<file path="src/shrp_params.svh">
`ifndef SHRP_PARAMS_SVH
`define SHRP_PARAMS_SVH
// ==========================================================
// record layout
`define SHRP_OXY_LEN        4'h9
`define SHRP_BP_LEN         4'hb
`define SHRP_BUF_BYTES      11
`define SHRP_CAL_DONE       8'h64
`define SHRP_REST_HR_LIMIT  16'h03b6
// ==========================================================
// command framing
`define SHRP_CMD_START      8'haa
`define SHRP_RSP_START      8'hab
`define SHRP_FAM_OUT_MODE   8'h10
`define SHRP_IDX_OUT_MODE   8'h00
`define SHRP_IDX_FIFO_THR   8'h01
`define SHRP_ST_OK          8'h00
`define SHRP_ST_BAD_CMD     8'h02
`define SHRP_ST_BAD_FRAME   8'h03
`define SHRP_MODE_RST       8'h00
`define SHRP_THR_RST        8'h00
`define SHRP_MODE_ALGO_BIT  1
`endif

</file>
<file path="src/shrp_pkg.sv">
package shrp_pkg;
  typedef enum logic [1:0] {
    SHRP_OXY_ADJUST,
    SHRP_OXY_COMPUTE,
    SHRP_OXY_SUCCESS,
    SHRP_OXY_TIMEOUT
  } shrp_oxy_state_t;

  typedef struct packed {
    logic [15:0]     ratio_x10;
    logic [7:0]      confidence;
    logic [15:0]     spo2_x10;
    logic [7:0]      progress;
    logic            low_signal_quality_flag;
    logic            motion_flag;
    shrp_oxy_state_t oxygen_algorithm_state;
  } shrp_oxy_rec_t;

  typedef struct packed {
    logic [2:0]  status;
    logic [7:0]  cal_progress;
    logic [15:0] heart_rate_x10;
    logic [7:0]  systolic;
    logic [7:0]  diastolic;
    logic [15:0] spo2_x10;
    logic [15:0] ratio_x10;
  } shrp_bp_rec_t;
endpackage : shrp_pkg

</file>
<file path="src/shrp_record_packer.sv">
// Functional notes
// - oxygen record: ratio, confidence, saturation first
// - then one-shot calculation progress byte
// - then low-signal flag, then motion flag
// - last oxygen byte: algorithm state code 0-3
// - pressure record starts with status code 0-6
// - second byte: calibration progress, 100 complete
// - then 2-byte heart rate, 0.1 bpm
// - systolic byte, valid once progress 100
// - diastolic byte, valid once progress 100
// - then 2-byte saturation, 0.1 percent
// - then 16-bit ratio, lsb 0.1
// - last byte: heart rate above 95 flag
// - output mode command answered 0xab 0x00
// - second mode command answered with status 0x00
`timescale 1ns/1ps
`include "shrp_params.svh"

module shrp_record_packer (
  input  wire logic                   i_core_clk,
  input  wire logic                   i_arst_n,
  input  wire logic                   i_clk_en,
  input  wire logic                   i_oxy_valid,
  input  wire shrp_pkg::shrp_oxy_rec_t i_oxy_rec,
  output logic                        o_oxy_ready,
  input  wire logic                   i_bp_valid,
  input  wire shrp_pkg::shrp_bp_rec_t  i_bp_rec,
  output logic                        o_bp_ready,
  output logic                        o_fifo_valid,
  output logic [7:0]                  o_fifo_data,
  input  wire logic                   i_fifo_ready,
  input  wire logic                   i_cmd_valid,
  input  wire logic [7:0]             i_cmd_byte,
  input  wire logic                   i_cmd_last,
  output logic                        o_cmd_ready,
  output logic                        o_rsp_valid,
  output logic [7:0]                  o_rsp_byte,
  input  wire logic                   i_rsp_ready,
  output logic [7:0]                  o_output_mode,
  output logic [7:0]                  o_fifo_threshold
);
  // ==========================================================
  // record packing
  localparam int BUF_W = `SHRP_BUF_BYTES * 8;

  logic [BUF_W-1:0] buf_q;
  logic [BUF_W-1:0] buf_d;
  logic [3:0]       left_q;
  logic [3:0]       left_d;

  wire idle      = (left_q == 4'h0);
  wire algo_on   = o_output_mode[`SHRP_MODE_ALGO_BIT];
  wire take_oxy  = idle && algo_on && i_oxy_valid;
  // oxygen has priority; pressure waits one record
  wire take_bp   = idle && algo_on && i_bp_valid && !i_oxy_valid;
  wire byte_out  = !idle && i_fifo_ready;

  // systolic and diastolic gated until calibration completes so the host never sees stale numbers
  wire       cal_done  = (i_bp_rec.cal_progress == `SHRP_CAL_DONE);
  wire [7:0] sys_byte  = cal_done ? i_bp_rec.systolic : 8'h00;
  wire [7:0] dia_byte  = cal_done ? i_bp_rec.diastolic : 8'h00;
  wire       elevated  = (i_bp_rec.heart_rate_x10 > `SHRP_REST_HR_LIMIT);

  wire [71:0] oxy_bytes = {i_oxy_rec.ratio_x10,
                           i_oxy_rec.confidence,
                           i_oxy_rec.spo2_x10,
                           i_oxy_rec.progress,
                           7'h00, i_oxy_rec.low_signal_quality_flag,
                           7'h00, i_oxy_rec.motion_flag,
                           6'h00, i_oxy_rec.oxygen_algorithm_state};

  wire [87:0] bp_bytes  = {5'h00, i_bp_rec.status,
                           i_bp_rec.cal_progress,
                           i_bp_rec.heart_rate_x10,
                           sys_byte,
                           dia_byte,
                           i_bp_rec.spo2_x10,
                           i_bp_rec.ratio_x10,
                           7'h00, elevated};

  assign o_oxy_ready  = idle && algo_on;
  assign o_bp_ready   = idle && algo_on && !i_oxy_valid;
  assign o_fifo_valid = !idle;
  assign o_fifo_data  = buf_q[BUF_W-1 -: 8];

  always_comb
  begin
    buf_d  = buf_q;
    left_d = left_q;
    if (take_oxy)
    begin
      buf_d  = {oxy_bytes, 16'h0000};
      left_d = `SHRP_OXY_LEN;
    end
    else if (take_bp)
    begin
      buf_d  = bp_bytes;
      left_d = `SHRP_BP_LEN;
    end
    else if (byte_out)
    begin
      buf_d  = {buf_q[BUF_W-9:0], 8'h00};
      left_d = left_q - 4'h1;
    end
  end

  always_ff @(posedge i_core_clk or negedge i_arst_n)
  begin
    if (!i_arst_n)
    begin
      buf_q  <= '0;
      left_q <= 4'h0;
    end
    else if (i_clk_en)
    begin
      buf_q  <= buf_d;
      left_q <= left_d;
    end
  end

  // ==========================================================
  // command frames
  typedef enum logic [2:0] {
    SHRP_C_HDR,
    SHRP_C_FAM,
    SHRP_C_IDX,
    SHRP_C_DATA,
    SHRP_C_DRAIN,
    SHRP_C_RSP0,
    SHRP_C_RSP1
  } shrp_cmd_st_t;

  shrp_cmd_st_t cst_q;
  shrp_cmd_st_t cst_d;
  logic [7:0]   fam_q;
  logic [7:0]   idx_q;
  logic [7:0]   status_q;
  logic [7:0]   status_d;
  logic [7:0]   mode_q;
  logic [7:0]   thr_q;

  wire cmd_in   = i_cmd_valid && o_cmd_ready;
  wire is_mode  = (fam_q == `SHRP_FAM_OUT_MODE) && (idx_q == `SHRP_IDX_OUT_MODE);
  wire is_thr   = (fam_q == `SHRP_FAM_OUT_MODE) && (idx_q == `SHRP_IDX_FIFO_THR);
  wire data_in  = cmd_in && (cst_q == SHRP_C_DATA);
  wire wr_mode  = data_in && i_cmd_last && is_mode;
  wire wr_thr   = data_in && i_cmd_last && is_thr;
  wire rsp_take = o_rsp_valid && i_rsp_ready;

  assign o_cmd_ready      = (cst_q != SHRP_C_RSP0) && (cst_q != SHRP_C_RSP1);
  assign o_rsp_valid      = (cst_q == SHRP_C_RSP0) || (cst_q == SHRP_C_RSP1);
  assign o_rsp_byte       = (cst_q == SHRP_C_RSP0) ? `SHRP_RSP_START : status_q;
  assign o_output_mode    = mode_q;
  assign o_fifo_threshold = thr_q;

  always_comb
  begin
    cst_d    = cst_q;
    status_d = status_q;
    case (cst_q)
      SHRP_C_HDR:
        if (cmd_in)
        begin
          status_d = `SHRP_ST_BAD_FRAME;
          if (i_cmd_last)
            cst_d = SHRP_C_RSP0;
          else if (i_cmd_byte == `SHRP_CMD_START)
            cst_d = SHRP_C_FAM;
          else
            cst_d = SHRP_C_DRAIN;
        end
      SHRP_C_FAM:
        if (cmd_in)
          cst_d = i_cmd_last ? SHRP_C_RSP0 : SHRP_C_IDX;
      SHRP_C_IDX:
        if (cmd_in)
          cst_d = i_cmd_last ? SHRP_C_RSP0 : SHRP_C_DATA;
      SHRP_C_DATA:
        if (cmd_in)
        begin
          status_d = (is_mode || is_thr) ? `SHRP_ST_OK : `SHRP_ST_BAD_CMD;
          if (!i_cmd_last)
            status_d = `SHRP_ST_BAD_FRAME;
          cst_d = i_cmd_last ? SHRP_C_RSP0 : SHRP_C_DRAIN;
        end
      SHRP_C_DRAIN:
        if (cmd_in && i_cmd_last)
          cst_d = SHRP_C_RSP0;
      SHRP_C_RSP0:
        if (rsp_take)
          cst_d = SHRP_C_RSP1;
      SHRP_C_RSP1:
        if (rsp_take)
          cst_d = SHRP_C_HDR;
      default:
        cst_d = SHRP_C_HDR;
    endcase
  end

  always_ff @(posedge i_core_clk or negedge i_arst_n)
  begin
    if (!i_arst_n)
    begin
      cst_q    <= SHRP_C_HDR;
      status_q <= `SHRP_ST_OK;
      fam_q    <= 8'h00;
      idx_q    <= 8'h00;
    end
    else if (i_clk_en)
    begin
      cst_q    <= cst_d;
      status_q <= status_d;
      if (cmd_in && cst_q == SHRP_C_FAM)
        fam_q <= i_cmd_byte;
      if (cmd_in && cst_q == SHRP_C_IDX)
        idx_q <= i_cmd_byte;
    end
  end

  // a short or malformed frame leaves both settings untouched
  always_ff @(posedge i_core_clk or negedge i_arst_n)
  begin
    if (!i_arst_n)
    begin
      mode_q <= `SHRP_MODE_RST;
      thr_q  <= `SHRP_THR_RST;
    end
    else if (i_clk_en)
    begin
      if (wr_mode)
        mode_q <= i_cmd_byte;
      if (wr_thr)
        thr_q <= i_cmd_byte;
    end
  end

  // ==========================================================
  // checks
  a_oxy_length: assert property (@(posedge i_core_clk) disable iff (!i_arst_n)
    i_clk_en && take_oxy |=> left_q == `SHRP_OXY_LEN)
    else $error("oxygen record length wrong");
  a_oxy_first: assert property (@(posedge i_core_clk) disable iff (!i_arst_n)
    i_clk_en && take_oxy |=> o_fifo_data == $past(i_oxy_rec.ratio_x10[15:8]))
    else $error("oxygen record not msb first");
  a_oxy_state: assert property (@(posedge i_core_clk) disable iff (!i_arst_n)
    i_clk_en && take_oxy |=> buf_q[23:16] == {6'h00, $past(i_oxy_rec.oxygen_algorithm_state)})
    else $error("oxygen state byte misplaced");
  a_bp_status: assert property (@(posedge i_core_clk) disable iff (!i_arst_n)
    i_clk_en && take_bp |=> o_fifo_data == {5'h00, $past(i_bp_rec.status)} && left_q == `SHRP_BP_LEN)
    else $error("pressure status byte wrong");
  a_bp_gated: assert property (@(posedge i_core_clk) disable iff (!i_arst_n)
    i_clk_en && take_bp && !cal_done |=> buf_q[55:40] == 16'h0000)
    else $error("pressure values leaked before calibration");
  a_bp_pulse: assert property (@(posedge i_core_clk) disable iff (!i_arst_n)
    i_clk_en && take_bp |=> buf_q[0] == ($past(i_bp_rec.heart_rate_x10) > 16'h03b6))
    else $error("elevated pulse flag wrong");
  a_stall_hold: assert property (@(posedge i_core_clk) disable iff (!i_arst_n)
    o_fifo_valid && (!i_fifo_ready || !i_clk_en) |=> o_fifo_valid && $stable(o_fifo_data))
    else $error("byte changed under back-pressure");
  a_mode_resp: assert property (@(posedge i_core_clk) disable iff (!i_arst_n)
    i_clk_en && wr_mode |=> o_rsp_valid && o_rsp_byte == `SHRP_RSP_START && status_q == `SHRP_ST_OK)
    else $error("mode command answer wrong");
  a_thr_write: assert property (@(posedge i_core_clk) disable iff (!i_arst_n)
    i_clk_en && wr_thr |=> o_fifo_threshold == $past(i_cmd_byte) && status_q == 8'h00)
    else $error("second mode command not applied");

  c_oxy_rec: cover property (@(posedge i_core_clk) disable iff (!i_arst_n) take_oxy && i_clk_en);
  c_bp_rec: cover property (@(posedge i_core_clk) disable iff (!i_arst_n) take_bp && i_clk_en && cal_done);
  c_mode_cmd: cover property (@(posedge i_core_clk) disable iff (!i_arst_n) wr_mode && i_clk_en);
  c_back_to_back: cover property (@(posedge i_core_clk) disable iff (!i_arst_n)
    left_q == 4'h1 && byte_out && i_clk_en ##1 take_bp && i_clk_en);
endmodule : shrp_record_packer

</file>
<file path="config.mk">
export PLATFORM = sky130hd
export DESIGN_NAME = shrp_record_packer
export DESIGN_NICKNAME = d
export VERILOG_FILES = /design/src/shrp_pkg.sv /design/src/shrp_record_packer.sv
export VERILOG_INCLUDE_DIRS = /design/src /design/src/src
export SDC_FILE = /design/constraint.sdc
export NUM_CORES = 1
export LEC_CHECK = 0
export BUFFER_PORTS_ARGS = -buffer_cell sky130_fd_sc_hd__buf_2
export CAP_MARGIN = 40
export CORE_MARGIN = 2
export CORE_UTILIZATION = 40
export CTS_CLUSTER_DIAMETER = 80
export CTS_CLUSTER_SIZE = 16
export DETAILED_ROUTE_END_ITERATION = 7
export PLACE_DENSITY_LB_ADDON = 0.3
export SLEW_MARGIN = 25
export SYNTH_ARGS = -nofsm -noshare
export SYNTH_HDL_FRONTEND = slang
export SYNTH_SLANG_ARGS = --single-unit
export TNS_END_PERCENT = 10
</file>
<file path="constraint.sdc">
create_clock -name i_core_clk -period 2 [get_ports i_core_clk]
set_input_delay 0.6 -clock i_core_clk [delete_from_list [all_inputs] [get_ports i_core_clk]]
set_output_delay 0.6 -clock i_core_clk [all_outputs]
set_load 0.02 [all_outputs]
</file>
; Yosys cells after proc, flatten, opt, wreduce, memory -nomap -nowiden
; Index checks and enable logic that the tools add are counted.
[word_totals]
ff_bits = 135
out_inout_bits = 37
[op_classes]
add_sub_neg = 1
n_mux = 27
eq_ne = 19
magnitude_cmp = 1
reduce_logical = 34
[ops]
columns = operator, n
row1 = two-way mux 88 bit, 3
row2 = two-way mux 8 bit, 5
row3 = two-way mux 3 bit, 11
row4 = one-hot mux 3 bit (7 select lines), 1
row5 = logical AND 1 bit, 18
row6 = > comparator 16 x 10 -> 1 bit (second input constant), 1
row7 = one-hot mux 8 bit (2 select lines), 1
row8 = inequality test 2 bit (second input constant), 7
row9 = two-way mux 4 bit, 3
row10 = AND reduction 2 bit, 5
row11 = == test 3 bit (second input constant), 3
row12 = == test 8 x 1 -> 1 bit (second input constant), 1
row13 = == test 8 x 5 -> 1 bit (second input constant), 1
row14 = == test 8 x 7 -> 1 bit (second input constant), 1
row15 = == test 8 bit (second input constant), 1
row16 = logical NOT 8 bit, 1
row17 = AND reduction 8 bit, 1
row18 = == test 3 x 2 -> 1 bit (second input constant), 2
row19 = inequality test 3 bit (second input constant), 2
row20 = logical NOT 4 bit, 1
row21 = two-way mux 2 bit, 2
row22 = AND reduction 4 bit, 1
row23 = subtractor 4 x 1 -> 4 bit (second input constant), 1
row24 = == test 3 x 1 -> 1 bit (second input constant), 1
row25 = 6 further kinds, 8

; Longest topological paths before layout
[logic_depth]
depth_word = 7
depth_mapped = 9

; Worst setup path after synthesis
; OpenSTA, ideal clock, no wires.
[synth_path]
path_type = reg2out
start = reg left_q[0]
end = out o_oxy_ready
path_stages_with_launch = 7
required_ns = 1.400
n_path_buf = 2
path_slack_ns = -0.191
arrival_time_ns = 1.591
cell_sequence = dfrtp_1 inv_1 ha_1 nand4bb_1 clkinv_1 buf_2 buf_1
[synth_via]
elab_chain_len = 2
[synth_rtl]
columns = element, line
row1 = start: declaration, shrp_record_packer.sv:48  ; logic [3:0] left_q;
row2 = start signal: assignment, shrp_record_packer.sv:117  ; left_q <= left_d;
row3 = logical NOT 4 bit, shrp_record_packer.sv:51  ; wire idle = (left_q == 4'h0);
row4 = logical AND 1 bit, shrp_record_packer.sv:81  ; assign o_oxy_ready = idle && algo_on;
row5 = end: declaration, shrp_record_packer.sv:25  ; output logic o_oxy_ready,
; No other way between the ends.

; Worst setup path in the final report
[layout_path]
start = reg left_q[1]
end = out o_fifo_valid
[layout_via]
elab_chain_len = 2
[layout_rtl]
columns = element, line
row1 = logical NOT 4 bit, shrp_record_packer.sv:51
row2 = logical NOT 1 bit, shrp_record_packer.sv:83  ; assign o_fifo_valid = !idle;
row3 = end: declaration, shrp_record_packer.sv:29  ; output logic o_fifo_valid,
; No other way between the ends.

==> impl_metrics.toml <==
[run_status]
status = "finished, violations left"
violations = "negative setup slack"

[yosys]
syn-mean-instance-area_um2 = 9.297
yosys.area.top_type_share = 0.4808
synthTopCellsByArea = "dfrtp_1 48%, nor2_1 5.7%, mux2_2 4.4%"
syn_area_um2 = 6350
synth_cells = 683
ys_seq_area_frac = 0.4808
synth_warnings = 0
ys_types = 53
ys.flop_type = "dfrtp_1"
synth_edf_count = 0
ys_ff_latch = 122
synth-async-reset-ratio = 1.000
synth_top_cell_by_area = "dfrtp_1"

[global_route]
grt_antenna_before_repair = 4
gr-total-overflow = 0
grt_pass1_wl_um = 29130
grt_max_degree = 56
grt_usage = 0.2256
grt_pass1_vias = 5725

[final_layout]
final_common_cell = "buf_2"
area_growth_pct = 34.80
finalNonFillerCells = 1106
multi_input_area_um2 = 2964
fillers = 1450
layout_common_cells = "169 x buf_2, 122 x dfrtp_1, 89 x nor2_1"
num-nets-final = 1021
area.sequential_um2 = 3053
drive_gt1_frac = 0.3818

[floorplan]
dieHeight_um = 130.0
fp-row-count = 46
die_w_um = 130.0
ios = 181
core_area_um2 = 15710
initial_core_util = 0.4041
die_area_um2 = 16900

[clock_tree]
cts_max_path_buffers = 2
cts_tree = "yes"
clockRootBuffer = "clkbuf_16"
numCtsBuffers = 17
clk_latency_ps = 420
clk_pin_slew_ps = 60
clock-sinks = 122
cts_max_level = 4

[setup_path]
cp_max_fo = 2
critical_path.slowest_cell = "dfrtp_1"
crit_chain = "inv_2 > ha_4 > or3b_4 > buf_6"
r2r_slack_ps = -140
path_buf_inv = 2
r2r_cells = 9
worstSetupEndpointType = "output port"
reg2reg_to = "buf_q[48]$_DFFE_PN0P_"
critPathRequiredTime_ps = 1400
arrival_ps = 1550
path_depth = 4
crit_end = "o_fifo_valid"
crit_start = "left_q[1]$_DFFE_PN0P_"
cp_slowest_stage_delay_ps = 390
crit_family = "flip-flops"
criticalPathCategory = "flop to output port"
r2r_start = "left_q[1]$_DFFE_PN0P_"
start_kind = "flop"

[sta]
final-setup-viol-count = 55
finalSetupTns_ps = -3238
min_period_over_period = 1.077
hold_viol = 0
clock_skew_ps = 7.335
drv_slew = 0
setup_ws_ps = -154.2
min_period_ps = 2154
timing.hold.ws_ps = 106.9
worstMarginPinSlew_ps = 525.2
fmax_mhz = 464.2
rsz0062_at_grt = "true"
relSlewSlack = 0.6475

[route]
ant_nets = 0
drt_wl_total_um = 18700
routed_via_density = 5.307
drt-pass1-iter-count = 5
drc_errors = 0
routedWlPerCell_um = 16.91
drt_iter0_drc = 476
via_count = 5870

[placement]
dp_cells = 1059
dp_hpwl_um = 12970
io_buffers = 177
routabilityCongestion = 0.8429
pre_cts_ws_ps = -235.5

[worst_hold_path]
hold_class = "primary input to async pin"

[power_and_ir_drop]
ir_drop_v = 0.0007224
power_density_nw_per_um2 = 1044
leakagePower_nw = 4.229
total_power_mw = 8.939

[job]
max-cap-violations = 0
==> worst min path at each step <==
| stage | start | end | slack [ps] | depth (start not counted) |
|---|---|---|---|---|
| 4_1_cts | i_arst_n | o_output_mode[5]$_DFFE_PN0P_ | 110 | 1 |
| 5_1_grt | i_arst_n | o_output_mode[5]$_DFFE_PN0P_ | 130 | 1 |
| 2_1_floorplan | i_arst_n | buf_q[0]$_DFFE_PN0P_ | 300 | 0 |
| 6_report | i_arst_n | o_output_mode[5]$_DFFE_PN0P_ | 110 | 1 |
| 3_3_place_gp | buf_q[12]$_DFFE_PN0P_ | buf_q[12]$_DFFE_PN0P_ | 450 | 2 |
| 3_5_place_dp | buf_q[12]$_DFFE_PN0P_ | buf_q[12]$_DFFE_PN0P_ | 450 | 2 |
==> synth_stat cells (3+ instances only) <==
library cell / count
nand2_1: 73
o22ai_1: 16
inv_1: 38
buf_2: 12
buf_1: 6
a21oi_1: 19
a221oi_1: 6
nor4_1: 3
nor3_1: 4
nand3_1: 10
a22oi_1: 15
nor2_1: 97
buf_4: 13
mux2_2: 25
nand2b_1: 4
dfrtp_1: 122
o221ai_1: 32
a31oi_1: 33
or4bb_1: 3
clkbuf_1: 31
o21ai_0: 56
mux2i_1: 21
mux2_4: 8
==> flip-flops by register name, indices dropped and copies added (netlist names) <==
register,count
buf_q,81
idx_q,8
o_fifo_threshold,8
status_q,2
o_output_mode,8
fam_q,8
cst_q,3
left_q,4
==> logic make-up after synthesis <==
group | Yosys count | share of synthesized area
simple gates | 211 | 0.1500
compound gates | 190 | 0.1955
flops | 122 | 0.4808
buf+inv | 102 | 0.07153
mux | 54 | 0.09636
fa+ha+maj | 2 | 0.003940
other cells | 1 | 0.0005906
xor+xnor | 1 | 0.001380
==> what timing repair did <==
action                                  CTS  global route
hold endpoints to repair                  0             0
pin swaps                                 2             4
cloned                                    0             1
endpoints found under the setup margin   10            96
resized for setup                        21            61
hold buffers                              0             0
buffers inserted                          9             3
==> layout make-up <==
type | instances | area share
antenna | 2 | 0.0005847
clock buffer | 18 | 0.05131
clock inverter | 14 | 0.01447
inverter | 39 | 0.01827
multi-input combinational | 461 | 0.3463
sequential | 122 | 0.3567
tap | 216 | 0.03157
timing repair buffer | 234 | 0.1808
==> worst register-to-register path, cell delays in order, from the launching register on <==
cell,delay [ps]
dfrtp_1,390
inv_2,90
ha_4,130
or3b_4,380
buf_4,160
a32o_2,300
buf_4,150
clkbuf_16,190
nor2_1,130
o22ai_1,100
==> metal layers <==
metal	global-route usage	wire, um	part of all wire
met4	0.09298	415	0.022
met3	0.06519	1296	0.069
met5	0	27	0.0014
met1	0.2991	8323	0.45
met2	0.3483	8634	0.46
==> report_power, final <==
part	leakage (nW)	switching, mW	total (mW)	internal, mW
sequential	1.58	0.527	3.64	3.11
combinational	2.38	1.21	2.38	1.17
clock	0.268	1.18	2.92	1.74
==> through the flow <==
stage / cell area [um2] / utilization
3_3_place_gp: 7731 / 0.4920
3_5_place_dp: 7731 / 0.4920
6_report: 8559 / 0.5448
2_1_floorplan: 6380 / -
4_1_cts: 8418 / 0.5358
5_1_grt: 8557 / 0.5446
(Power assumes the default switching activity.)
